## config.mk

```make
export PLATFORM = sky130hd
export DESIGN_NAME = bclk_top
export DESIGN_NICKNAME = d
export VERILOG_FILES = /design/src/bclk_pkg.sv /design/src/bclk_top.sv
export VERILOG_INCLUDE_DIRS = /design/src
export SDC_FILE = /design/constraint.sdc
export NUM_CORES = 1
export LEC_CHECK = 0
export BUFFER_PORTS_ARGS = -buffer_cell sky130_fd_sc_hd__buf_4
export CORE_ASPECT_RATIO = 1.4
export CORE_UTILIZATION = 50
export CTS_CLUSTER_SIZE = 28
export DETAILED_ROUTE_END_ITERATION = 10
export GPL_ROUTABILITY_DRIVEN = 0
export PLACE_DENSITY = 0.81
export SETUP_SLACK_MARGIN = 0.1
export SLEW_MARGIN = 10
export SYNTH_ARGS = -nofsm -noshare
export SYNTH_HDL_FRONTEND = slang
export SYNTH_SLANG_ARGS = --single-unit
```

## constraint.sdc

```tcl
create_clock -name clock_i -period 1.7 [get_ports clock_i]
set_input_delay 0.085 -clock clock_i [delete_from_list [all_inputs] [get_ports clock_i]]
set_output_delay 0.085 -clock clock_i [all_outputs]
set_load 0.03 [all_outputs]
```

## src/bclk_cfg.svh

```systemverilog
// Purpose: Constants of the bus-phase clock and reset pin block.
// Assumes: One clock, the oscillator input, at 25 MHz.
// Notes: Counts are in oscillator cycles or in bus-phase cycles as named.
`ifndef BCLK_CFG_SVH
`define BCLK_CFG_SVH

`define BCLK_DIV_RATIO 4
`define BCLK_PHASE_W 2
`define BCLK_ACCESS_PHASE_FIRST 2'h2
`define BCLK_LAST_PHASE 2'h3
`define BCLK_SENSE_E_CYCLES 2
`define BCLK_HOLD_E_CYCLES_DEF 4
`define BCLK_CNT_W 8
`define BCLK_CLK_PERIOD_NS 40

`endif

```

## src/bclk_pkg.sv

```systemverilog
// Purpose: Types of the bus-phase clock and reset pin block.
// Assumes: Constants come from bclk_cfg.svh.
// Notes: Mode codes follow the two mode-select inputs as {select_1, select_0}.
package bclk_pkg;

    typedef enum logic [1:0] {
        BCLK_MODE_BOOTSTRAP = 2'h0,
        BCLK_MODE_SINGLE_CHIP = 2'h1,
        BCLK_MODE_TEST = 2'h2,
        BCLK_MODE_EXPANDED = 2'h3
    } bclk_mode_e;

    typedef enum logic [1:0] {
        BCLK_ST_RUN,
        BCLK_ST_EXT_RESET,
        BCLK_ST_DRIVE,
        BCLK_ST_SENSE
    } bclk_state_e;

    typedef struct packed {
        bclk_state_e state;
        logic [1:0] phase;
        logic [7:0] cnt;
        logic e_clk;
        logic reset_oe;
        logic sys_reset;
        logic cause_internal;
        logic cause_valid;
        bclk_mode_e mode;
        logic clk_out_disable;
        logic [1:0] rst_sync;
        logic [1:0] msel0_sync;
        logic [1:0] msel1_sync;
        logic [1:0] dis_sync;
    } bclk_state_s;

endpackage

```

## src/bclk_top.sv

```systemverilog
// Purpose: Bus-phase clock generator, clock output gating and reset pin logic.
// Assumes: clock_i is the oscillator input; failure and stop inputs are on clock_i.
// Notes: The reset pin is open drain; the testbench resolves the wire level.
`timescale 1ns/1ps
`include "bclk_cfg.svh"

module bclk_top
    import bclk_pkg::*;
#(
    parameter int HOLD_E_CYCLES = `BCLK_HOLD_E_CYCLES_DEF,
    parameter bit ALWAYS_ON_VARIANT = 1'b0
) (
    input wire logic clock_i,
    input wire logic rst_n_i,
    input wire logic reset_pin_i,
    output logic reset_pin_o,
    output logic reset_pin_oe_o,
    input wire logic watchdog_timer_fail_i,
    input wire logic clock_monitor_fail_i,
    input wire logic stop_mode_i,
    input wire logic mode_select_0_i,
    input wire logic mode_select_1_i,
    input wire logic clk_out_disable_i,
    output logic e_clk_o,
    output logic sys_reset_o,
    output logic cause_internal_o,
    output logic cause_valid_o,
    output bclk_mode_e mode_o
);

    localparam logic [7:0] HOLD_LAST = 8'(HOLD_E_CYCLES - 1);
    localparam logic [7:0] SENSE_LAST = 8'(`BCLK_SENSE_E_CYCLES - 1);

    // The hold counter is eight bits wide, so longer holds cannot be counted.
    if (HOLD_E_CYCLES < 1 || HOLD_E_CYCLES > 256) begin : g_bad_hold
        $error("HOLD_E_CYCLES must lie in 1..256");
    end

    bclk_state_s s_q;
    bclk_state_s s_d;
    logic pin_high;
    logic halt;
    logic e_tick;
    logic failure;
    logic single_chip;
    logic out_enable;

    always_comb begin
        s_d = s_q;
        pin_high = s_q.rst_sync[1];
        failure = watchdog_timer_fail_i | clock_monitor_fail_i;
        // Stop never freezes the reset sequence, or a failure could never be reported.
        halt = stop_mode_i & ~s_q.sys_reset;
        e_tick = ~halt && s_q.phase == `BCLK_LAST_PHASE;
        single_chip = s_q.mode == BCLK_MODE_SINGLE_CHIP || s_q.mode == BCLK_MODE_BOOTSTRAP;

        s_d.rst_sync = {s_q.rst_sync[0], reset_pin_i};
        s_d.msel0_sync = {s_q.msel0_sync[0], mode_select_0_i};
        s_d.msel1_sync = {s_q.msel1_sync[0], mode_select_1_i};
        s_d.dis_sync = {s_q.dis_sync[0], clk_out_disable_i};

        if (!halt) begin
            s_d.phase = s_q.phase + 2'h1;
        end
        s_d.clk_out_disable = s_q.sys_reset ? 1'b0 : s_q.dis_sync[1];
        out_enable = ALWAYS_ON_VARIANT | ~(single_chip & s_d.clk_out_disable);
        // High half of the bus cycle is the data access window.
        s_d.e_clk = ~halt & out_enable & (s_d.phase >= `BCLK_ACCESS_PHASE_FIRST);

        if (s_q.sys_reset) begin
            s_d.mode = bclk_mode_e'({s_q.msel1_sync[1], s_q.msel0_sync[1]});
        end

        case (s_q.state)
            BCLK_ST_RUN: begin
                if (failure) begin
                    s_d.state = BCLK_ST_DRIVE;
                    s_d.reset_oe = 1'b1;
                    s_d.sys_reset = 1'b1;
                    s_d.cause_valid = 1'b0;
                    s_d.cnt = 8'h00;
                end else if (!pin_high) begin
                    s_d.state = BCLK_ST_EXT_RESET;
                    s_d.sys_reset = 1'b1;
                    s_d.cause_valid = 1'b0;
                end
            end
            BCLK_ST_EXT_RESET: begin
                if (pin_high) begin
                    s_d.state = BCLK_ST_RUN;
                    s_d.sys_reset = 1'b0;
                    s_d.cause_internal = 1'b0;
                    s_d.cause_valid = 1'b1;
                end
            end
            BCLK_ST_DRIVE: begin
                if (e_tick) begin
                    if (s_q.cnt == HOLD_LAST) begin
                        s_d.state = BCLK_ST_SENSE;
                        s_d.reset_oe = 1'b0;
                        s_d.cnt = 8'h00;
                    end else begin
                        s_d.cnt = s_q.cnt + 8'h01;
                    end
                end
            end
            BCLK_ST_SENSE: begin
                if (pin_high) begin
                    s_d.state = BCLK_ST_RUN;
                    s_d.sys_reset = 1'b0;
                    s_d.cause_internal = 1'b1;
                    s_d.cause_valid = 1'b1;
                end else if (e_tick) begin
                    if (s_q.cnt == SENSE_LAST) begin
                        // Someone outside still holds the pin: treat it as external.
                        s_d.state = BCLK_ST_EXT_RESET;
                    end else begin
                        s_d.cnt = s_q.cnt + 8'h01;
                    end
                end
            end
            default: begin
                s_d.state = BCLK_ST_RUN;
            end
        endcase
    end

    always_ff @(posedge clock_i or negedge rst_n_i) begin
        if (!rst_n_i) begin
            s_q.state <= BCLK_ST_EXT_RESET;
            s_q.phase <= 2'h0;
            s_q.cnt <= 8'h00;
            s_q.e_clk <= 1'b0;
            s_q.reset_oe <= 1'b0;
            s_q.sys_reset <= 1'b1;
            s_q.cause_internal <= 1'b0;
            s_q.cause_valid <= 1'b0;
            s_q.mode <= BCLK_MODE_BOOTSTRAP;
            s_q.clk_out_disable <= 1'b0;
            s_q.rst_sync <= 2'h0;
            s_q.msel0_sync <= 2'h0;
            s_q.msel1_sync <= 2'h0;
            s_q.dis_sync <= 2'h0;
        end else begin
            s_q <= s_d;
        end
    end

    assign reset_pin_o = 1'b0;
    assign reset_pin_oe_o = s_q.reset_oe;
    assign e_clk_o = s_q.e_clk;
    assign sys_reset_o = s_q.sys_reset;
    assign cause_internal_o = s_q.cause_internal;
    assign cause_valid_o = s_q.cause_valid;
    assign mode_o = s_q.mode;

    property p_div_four;
        @(posedge clock_i) disable iff (!rst_n_i)
        ($rose(e_clk_o) && !stop_mode_i && !sys_reset_o)[*1] ##1 (!stop_mode_i)[*3]
            |-> ##1 $rose(e_clk_o) || !e_clk_o || sys_reset_o;
    endproperty
    a_div_four: assert property (p_div_four) else $error("bus clock period wrong");

    property p_e_high_phase;
        @(posedge clock_i) disable iff (!rst_n_i)
        e_clk_o |-> s_q.phase >= `BCLK_ACCESS_PHASE_FIRST;
    endproperty
    a_e_high_phase: assert property (p_e_high_phase) else $error("clock high in low half");

    property p_stop_halts;
        @(posedge clock_i) disable iff (!rst_n_i)
        (stop_mode_i && !sys_reset_o) ##1 (stop_mode_i && !sys_reset_o) |-> !e_clk_o;
    endproperty
    a_stop_halts: assert property (p_stop_halts) else $error("clock runs in stop");

    property p_disable_gates;
        @(posedge clock_i) disable iff (!rst_n_i)
        (!ALWAYS_ON_VARIANT && s_q.clk_out_disable &&
            (mode_o == BCLK_MODE_SINGLE_CHIP || mode_o == BCLK_MODE_BOOTSTRAP)) ##1
            s_q.clk_out_disable |-> !e_clk_o;
    endproperty
    a_disable_gates: assert property (p_disable_gates) else $error("disabled clock seen");

    property p_disable_cleared;
        @(posedge clock_i) disable iff (!rst_n_i)
        sys_reset_o |=> !s_q.clk_out_disable;
    endproperty
    a_disable_cleared: assert property (p_disable_cleared) else $error("disable kept in reset");

    property p_fail_drives;
        @(posedge clock_i) disable iff (!rst_n_i)
        (s_q.state == BCLK_ST_RUN && (watchdog_timer_fail_i || clock_monitor_fail_i))
            |=> reset_pin_oe_o && !reset_pin_o && sys_reset_o;
    endproperty
    a_fail_drives: assert property (p_fail_drives) else $error("failure not driven");

    property p_ext_resets;
        @(posedge clock_i) disable iff (!rst_n_i)
        (s_q.state == BCLK_ST_RUN && !s_q.rst_sync[1] && !watchdog_timer_fail_i &&
            !clock_monitor_fail_i) |=> sys_reset_o && !cause_valid_o;
    endproperty
    a_ext_resets: assert property (p_ext_resets) else $error("external reset missed");

    property p_quick_rise_internal;
        @(posedge clock_i) disable iff (!rst_n_i)
        (s_q.state == BCLK_ST_SENSE && s_q.rst_sync[1])
            |=> cause_valid_o && cause_internal_o && !sys_reset_o;
    endproperty
    a_quick_rise_internal: assert property (p_quick_rise_internal) else $error("cause wrong");

    property p_hold_release;
        @(posedge clock_i) disable iff (!rst_n_i)
        $fell(reset_pin_oe_o) |-> s_q.state == BCLK_ST_SENSE && $past(s_q.cnt) == HOLD_LAST;
    endproperty
    a_hold_release: assert property (p_hold_release) else $error("hold length wrong");

    property p_mode_frozen;
        @(posedge clock_i) disable iff (!rst_n_i)
        !sys_reset_o ##1 !sys_reset_o |-> $stable(mode_o);
    endproperty
    a_mode_frozen: assert property (p_mode_frozen) else $error("mode changed in run");

endmodule

```

==> results of run 1 <==
routing by layer:
metal,global-route usage [%],vias to the layer above,part of all wire [%]
met5,0,-,0
met4,14.3,0,3.4
met3,2.93,12,3.9
met2,34.7,35,52
met1,21.3,469,40
li1,-,461,-
through the flow:
step	hold slack, ns	power (W)	cell area [µm²]	worst slack, ns
after floorplan	-0.211	0.00130	1280	0.108
after global placement	0.00753	0.00144	1420	0.0900
after detailed placement	0.0124	0.00148	1420	0.0541
after CTS	0.0595	0.00183	1550	0.0722
after global routing	0.0584	0.00198	1570	-0.0129
final	0.0583	0.00188	1570	0.0497
sequential cells by signal, indices dropped and copies added, names as in the netlist:
signal            cells
e_clk_o               1
cause_valid_o         1
reset_pin_oe_o        1
sys_reset_o           1
s_q                  15
s_d                   4
mode_o                2
pin_high              1
cause_internal_o      1
Yosys cell counts (3+ instances only):
library cell  instances
buf_4                 3
nor2_1                6
a21oi_1               4
nand3_1               3
dfrtp_1              25
nand2_1              10
nor3_1                5
ha_1                  3
o21ai_0               3
inv_1                 7
or2_2                 3
power groups by stage:
stage | combinational, W | sequential, W | clock [W]
4_1_cts | 0.000694 | 0.000843 | 0.000296
6_report | 0.000732 | 0.000851 | 0.000297
5_1_grt | 0.000792 | 0.000868 | 0.000322
3_3_place_gp | 0.000584 | 0.000855 | 0
3_5_place_dp | 0.000614 | 0.000864 | 0
2_1_floorplan | 0.000412 | 0.000889 | 0
tightest hold or removal path: cells and delay by family:
kind,cells,cell delay (ns)
simple gates,3,0.19
buf+inv,1,0.11
logic make-up (layout without fill, tap and decap cells):
family	after synthesis	count (layout)	share of synthesized area, %
simple gates	41	41	18.4
flops	27	27	53.8
compound gates	25	25	14.8
buf+inv	12	42	5.66
mux	4	4	3.38
fa+ha+maj	3	3	2.98
other cells	1	1	0.298
xor+xnor	1	1	0.695
layout make-up:
type	instances	area (µm²)
clock buffer	3	22.5
clock inverter	1	7.51
fill	186	817
inverter	7	26.3
multi-input combinational	75	547
sequential	27	678
tap	34	42.5
timing repair buffer	31	250
final timing paths:
path                                            to  slack (ns)  cells past startpoint
setup / recovery               s_q[27]$_DFFE_PN0P_        0.05                      4
hold / removal                   s_q[25]$_DFF_PN0_        0.06                      4
setup reg to reg               s_q[27]$_DFFE_PN0P_        0.05                      4
hold reg to reg                 pin_high$_DFF_PN0_        0.37                      0
max in group asynchronous  sys_reset_o$_DFFE_PN1P_        1.24                      2
min in group asynchronous      s_q[16]$_DFFE_PN0P_        0.16                      2
repair_timing:
item | 4_1_cts | 5_1_grt
endpoints found under the setup margin | 8 | 10
hold endpoints to repair | 32 | 0
setup buffers | 4 | 0
pin swaps | 0 | 2
hold buffers | 7 | 0
resized for setup | 0 | 5
==> results_dict.tcl, run 1 <==
set metrics [dict create \
    htreeDepth 1 \
    critPathLaunchType "flop" \
    crit_buf_inv 0 \
    crit_fanout 4 \
    critPathKind "reg2reg" \
    start_util_pct 52.7 \
    finalNonFillerCells 178 \
    io-pin-count 17 \
    p_comb_share_pct 38.9 \
    rsz0062_at_grt "true" \
    crit_required_ns 1.94 \
    cts.clk_slew.worst_paths_ns 0.15 \
    max-clock-path-buffers 2 \
    clk_latency_ns 0.34 \
    worst_path_largest_cell_delay_ns 0.55 \
    dr.pass1.iters 5 \
    yosysTopAreaCell "dfrtp_1" \
    synth-edff-count 0 \
    grt_util_all_layers_pct 19.7 \
    finalSetupTns_ns 0 \
    synthCells 114 \
    setup_viol 0 \
    num_rows 21 \
    die_x_um 44.4 \
    drv_slew 0 \
    syn-num-nets 126 \
    drt_iter0_drc 29 \
    clockRootBuffer "clkbuf_4" \
    dp_hpwl_mm 1.62 \
    fin_crit_ns 1.65 \
    layout_common_cells "dfrtp_1, buf_4, nand2_1" \
    holdCritPathClass "in2reg" \
    drv_cap 0 \
    syn2layout_area_growth_pct 24.9 \
    core_area_mm2 0.00239 \
    ir_drop_uv 611 \
    antenna_found_initial 0 \
    p_leak_nw 0.684 \
    p_int_w 0.00118 \
    nets 157 \
    overflow 0 \
    vias 977 \
    power_frac_clock_pct 15.8 \
    routed_wl_mm 2.48 \
    synthDistinctLibCells 44 \
    cp_top_family "simple AND/OR/NAND/NOR gates" \
    grt_max_degree 28 \
    synth_area_mm2 0.00126 \
    final_util_pct 65.8 \
    status "completed" \
    timing.rr.start "s_q[23]$_DFFE_PN0P_" \
    p_seq_share_pct 45.3 \
    timing.critical_path.cells "or4_4, or2_4, nor3_1, o22ai_1" \
    cp-end-kind "flop" \
    insertedDiodeCount 0 \
    synth_ff_type "dfrtp_1" \
    cpMaxStageDelayCell "or4_4" \
    hold_viol_final 0 \
    ys_warn_count 0 \
    synth-seq-area-share_pct 53.8 \
    vias_per_cell 5.49 \
    dp.cells 163 \
    min_from "stop_mode_i" \
    powerDensity_mw_per_mm2 1190 \
    yosys-top-cells-area "dfrtp_1, dfstp_2, ha_1" \
    clock-sinks 27 \
    first_global_vias 967 \
    numCtsBuffers 3 \
    final_common_cell "dfrtp_1" \
    drive_gt1_share_pct 33.3 \
    port-buffer-count 15 \
    drc 0 \
    dieArea_mm2 0.00273 \
    fp.dieH_um 61.4 \
    cp-startpoint "s_q[23]$_DFFE_PN0P_" \
    cts_tree "built" \
    yosysTopAreaCellShare_pct 49.7 \
    fin_crit_sh_pct 97.1 \
    async_flop_share_pct 100 \
    fmax_mhz 606 \
    grt_pass1_wl_mm 3.87 \
    wl_per_cell_um 13.9 \
    synth-seq-cells 27 \
    arrival_ns 1.89 \
    switchingPower_w 0.000699 \
    switching_share_pct 37.2 \
    postSynthAreaPerCell_um2 11.1 \
    drtAntennaViolNets 0 \
    skew_ns 0.00223 \
]
Power figures use the tool's default switching activity.
==> run 2: changes to the inputs <==
==> constraint.sdc (replaced) <==
create_clock -name clock_i -period 1.7 [get_ports clock_i]
set_input_delay 0.085 -clock clock_i [delete_from_list [all_inputs] [get_ports clock_i]]
set_output_delay 0.085 -clock clock_i [all_outputs]
set_load 0.01 [all_outputs]
==> run 2 against run 1 <==
Cell count rose by 1.1%. Worst hold slack got worse by 0.045 ns. Sequential share of layout area barely moved. Wire length rose by 0.93%. First-iteration DRC count fell by 28%. Via count fell by 0.61%. Register-to-register slack barely moved. Count of clock-buffer cells in the layout did not move. Flip-flop and latch count did not move. Power rose by 0.31%. Non-clock buffer count rose by 2. Clock power fell by 6%.
==> results_dict.tcl, run 2 (synthesized netlist as in run 1, its figures left out) <==
set metrics [dict create \
    fin_crit_sh_pct 96.4 \
    drv_cap 0 \
    switchingPower_w 0.000649 \
    largest-register "s_q" \
    dp_hpwl_mm 1.62 \
    arrival_ns 1.86 \
    antenna_found_initial 0 \
    vias_per_cell 5.39 \
    crit_fanout 4 \
    critPathKind "reg2reg" \
    core_area_mm2 0.00239 \
    fmax_mhz 610 \
    drc 0 \
    hold_slack_ns 0.0129 \
    overflow 0 \
    finalSetupTns_ns 0 \
    io-pin-count 17 \
    ir_drop_uv 675 \
    port-buffer-count 15 \
    first_global_vias 925 \
    critPathLaunchType "flop" \
    layout_common_cells "buf_4, dfrtp_1, nand2_1" \
    drt_iter0_drc 21 \
    nets 159 \
    largest_reg_flops 15 \
    wl_per_cell_um 13.9 \
    cts_tree "built" \
    dp.cells 163 \
    start_util_pct 52.7 \
    skew_ns 0.00580 \
    timing.rr.start "s_q[23]$_DFFE_PN0P_" \
    num_rows 21 \
    fp.dieH_um 61.4 \
    clock-sinks 27 \
    cp-endpoint "reset_pin_oe_o$_DFFE_PN0P_" \
    holdCritPathClass "in2reg" \
    timing.rr.end "reset_pin_oe_o$_DFFE_PN0P_" \
    rrSetupSlack_ns 0.06 \
    rsz0062_at_grt "true" \
    fin_crit_ns 1.64 \
    cts.clk_slew.worst_paths_ns 0.15 \
    grt_util_all_layers_pct 18.8 \
    switching_share_pct 34.4 \
    p_comb_share_pct 40.0 \
    drv_slew 0 \
    cp-startpoint "s_q[23]$_DFFE_PN0P_" \
    hold_viol_final 0 \
    htreeDepth 1 \
    status "completed" \
    vias 971 \
    numCtsBuffers 3 \
    final_common_cell "buf_4" \
    syn2layout_area_growth_pct 25.5 \
    p_leak_nw 0.690 \
    p_int_w 0.00124 \
    drive_gt1_share_pct 36.3 \
    dieArea_mm2 0.00273 \
    max-clock-path-buffers 2 \
    die_x_um 44.4 \
    place_ws_ns 0.0584 \
    clk_latency_ns 0.32 \
    cp-end-kind "flop" \
    clockRootBuffer "clkbuf_4" \
    dr.pass1.iters 6 \
    setup_viol 0 \
    drtAntennaViolNets 0 \
    routed_wl_mm 2.50 \
    p_seq_share_pct 45.3 \
    grt_pass1_wl_mm 3.70 \
    grt_max_degree 28 \
    r2r_cells 4 \
    powerDensity_mw_per_mm2 1190 \
    insertedDiodeCount 0 \
    crit_required_ns 1.92 \
    fin_total_pwr_w 0.00189 \
    finalNonFillerCells 180 \
    power_frac_clock_pct 14.7 \
    layout_setup_ws_ns 0.0615 \
]
-- run 2: worst min path at each step --
stage	slack (ns)	to	depth (start not counted)	start
2_1_floorplan	-0.21	cause_internal_o$_DFFE_PN0P_	0	rst_n_i
3_3_place_gp	0.006	s_q[16]$_DFFE_PN0P_	1	rst_n_i
3_5_place_dp	0.01	s_q[16]$_DFFE_PN0P_	1	rst_n_i
4_1_cts	0.009	s_q[26]$_DFFE_PN1P_	4	watchdog_timer_fail_i
5_1_grt	0.01	s_q[26]$_DFFE_PN1P_	4	watchdog_timer_fail_i
6_report	0.01	s_q[26]$_DFFE_PN1P_	4	watchdog_timer_fail_i
-- run 2: repair_timing --
action                                  4_1_cts  5_1_grt
endpoints found under the setup margin       10       10
pin swaps                                     0        2
hold buffers                                  5        0
hold endpoints to repair                     31        0
gates resized for setup                       1        8
setup buffers                                 3        5
-- run 2: metrics by stage --
| stage | utilization, % | instance area (µm²) |
|---|---|---|
| 5_1_grt | 66.1 | 1580 |
| 3_3_place_gp | 58.9 | 1410 |
| 6_report | 66.1 | 1580 |
| 3_5_place_dp | 58.9 | 1410 |
| 4_1_cts | 63.2 | 1510 |
| 2_1_floorplan | - | 1260 |
-- run 2: power by group through the flow --
| stage | combinational, W | sequential (W) | clock, W |
|---|---|---|---|
| 2_1_floorplan | 0.000387 | 0.000859 | 0 |
| 3_3_place_gp | 0.000532 | 0.000855 | 0 |
| 3_5_place_dp | 0.000560 | 0.000865 | 0 |
| 4_1_cts | 0.000613 | 0.000851 | 0.000290 |
| 5_1_grt | 0.000836 | 0.000872 | 0.000318 |
| 6_report | 0.000754 | 0.000855 | 0.000278 |
-- run 2: critical path, stage by stage (launching register included) --
cell and delay [ns]:
dfrtp_1 0.41, or4_4 0.56, or2_4 0.27, o31ai_2 0.21
a21oi_1 0.09
-- run 2: metal layers --
metal	part of all wire, %	track usage, %	up-vias
li1	-	-	465
met1	39	19.9	467
met2	56	35.1	29
met3	2.4	2.64	10
met4	2.9	10.4	0
met5	0	0	-
-- run 2: final cells by class --
| cell class | instances | area, µm² |
|---|---|---|
| clock buffer | 3 | 22.5 |
| inverter | 7 | 26.3 |
| tap | 34 | 42.5 |
| timing repair buffer | 33 | 260 |
| sequential | 27 | 681 |
| fill | 180 | 810 |
| clock inverter | 1 | 7.51 |
| multi-input combinational | 75 | 542 |
==> run 3: changes to the inputs <==
- CAP_MARGIN: unset -> 20
- GPL_TIMING_DRIVEN: unset -> 0
- PLACE_DENSITY: 0.81 -> 0.8
==> run 3 against run 2 <==
Sequential share of layout area fell by 0.89 points. Power decreased by 3.0%. Flip-flop and latch count unchanged. Clock power rose by 2%. Non-clock buffer count is the same. Critical path type unchanged. Fmax decreased by 1.3%. Worst hold slack better by 0.0016 ns. Critical endpoint unchanged. Register-to-register slack worse by 0.02 ns. Count of clock-buffer cells in the layout unchanged. Clock skew is 0.0039 ns lower. Largest cell class unchanged.
==> results_dict.tcl, run 3 (synthesized netlist as in run 1, its figures left out) <==
set metrics [dict create \
    finalNonFillerCells 180 \
    dp_hpwl_mm 1.56 \
    grt_pass1_wl_mm 3.91 \
    holdCritPathClass "in2reg" \
    fin_crit_sh_pct 97.6 \
    p_leak_nw 0.725 \
    critPathKind "reg2reg" \
    largest_reg_flops 15 \
    dp.cells 163 \
    cts_tree "built" \
    crit_required_ns 1.92 \
    clockRootBuffer "clkbuf_4" \
    setup_viol 0 \
    io-pin-count 17 \
    drt_iter0_drc 36 \
    fp.dieH_um 61.4 \
    drtAntennaViolNets 0 \
    drc 0 \
    grt_max_degree 28 \
    overflow 0 \
    drv_cap 0 \
    max-clock-path-buffers 2 \
    routed_wl_mm 2.57 \
    multiInputGateArea_um2 564 \
    arrival_ns 1.88 \
    layout_common_cells "buf_4, dfrtp_1, nand2_1" \
    status "completed" \
    num_rows 21 \
    largest-register "s_q" \
    antenna_found_initial 0 \
    vias 984 \
    fin_crit_ns 1.66 \
    wl_per_cell_um 14.3 \
    grt_util_all_layers_pct 19.6 \
    nets 159 \
    powerDensity_mw_per_mm2 1140 \
    hold_viol_final 0 \
    clock-sinks 27 \
    dieArea_mm2 0.00273 \
    core_area_mm2 0.00239 \
    drv_slew 0 \
    clk_latency_ns 0.32 \
    register_area_um2 678 \
    start_util_pct 52.7 \
    cts.clk_slew.worst_paths_ns 0.15 \
    rsz0062_at_grt "true" \
    first_global_vias 962 \
    insertedDiodeCount 0 \
    fin_total_pwr_w 0.00183 \
    cp-end-kind "flop" \
    skew_ns 0.00192 \
    port-buffer-count 15 \
    htreeDepth 1 \
    crit_fanout 4 \
    ir_drop_uv 744 \
    final_util_pct 67.3 \
    syn2layout_area_growth_pct 27.7 \
    final_common_cell "buf_4" \
    numCtsBuffers 3 \
    hold_slack_ns 0.0144 \
    die_x_um 44.4 \
    dr.pass1.iters 4 \
    critPathLaunchType "flop" \
    drive_gt1_share_pct 37.0 \
    fmax_mhz 603 \
    vias_per_cell 5.47 \
    nFillCells 180 \
]
-- run 3: path summary, 6_finish.rpt --
check	endpoint	cells past startpoint	from	slack (ns)
min	s_q[26]$_DFFE_PN1P_	4	watchdog_timer_fail_i	0.01
min reg2reg	s_q[5]$_DFF_PN0_	0	s_d[5]$_DFF_PN0_	0.37
max	reset_pin_oe_o$_DFFE_PN0P_	4	s_q[20]$_DFFE_PN0P_	0.04
max reg2reg	reset_pin_oe_o$_DFFE_PN0P_	4	s_q[20]$_DFFE_PN0P_	0.04
min in group asynchronous	s_q[17]$_DFFE_PN0P_	2	rst_n_i	0.18
max in group asynchronous	sys_reset_o$_DFFE_PN1P_	2	rst_n_i	1.22
-- run 3: timing repair --
item,CTS,global route
resized for setup,3,7
endpoints found under the hold margin,31,0
setup buffers,7,1
endpoints found under the setup margin,10,10
hold buffers,5,0
pin swaps,0,4
-- run 3: critical path, cell delays in order (launching register included) --
cell and delay, ns:
dfrtp_1 0.43, or4_4 0.56, or2_4 0.28, o31ai_2 0.21
a21oi_1 0.09
-- run 3: routing by layer --
layer,track usage [%],share of wire [%]
met2,35.7,54
met3,2.93,2.2
met4,10.4,2.3
met1,21.8,42
met5,0,0
-- run 3: cell type report --
cell class	count	area share (%)
Sequential cell	27	42.1
Multi-Input combinational cell	75	35.1
Timing Repair Buffer	28	13.8
Buffer	5	2.80
Tap cell	34	2.64
Inverter	7	1.63
Clock buffer	3	1.40
Clock inverter	1	0.467
-- run 3: power breakdown --
part | total, W | switching, W | internal [W]
registers | 0.000840 | 0.0000815 | 0.000759
logic | 0.000707 | 0.000365 | 0.000341
clock network | 0.000283 | 0.000193 | 0.0000898
-- run 3: per-stage QoR --
stage,cell area (µm²),setup WS [ns],TNS (ns)
global route,1610,0.0111,0
finish,1610,0.0407,0
global placement,1420,0.0162,0
CTS,1570,0.0652,0
detailed placement,1420,-0.0671,-0.0858
floorplan,1260,0.111,0
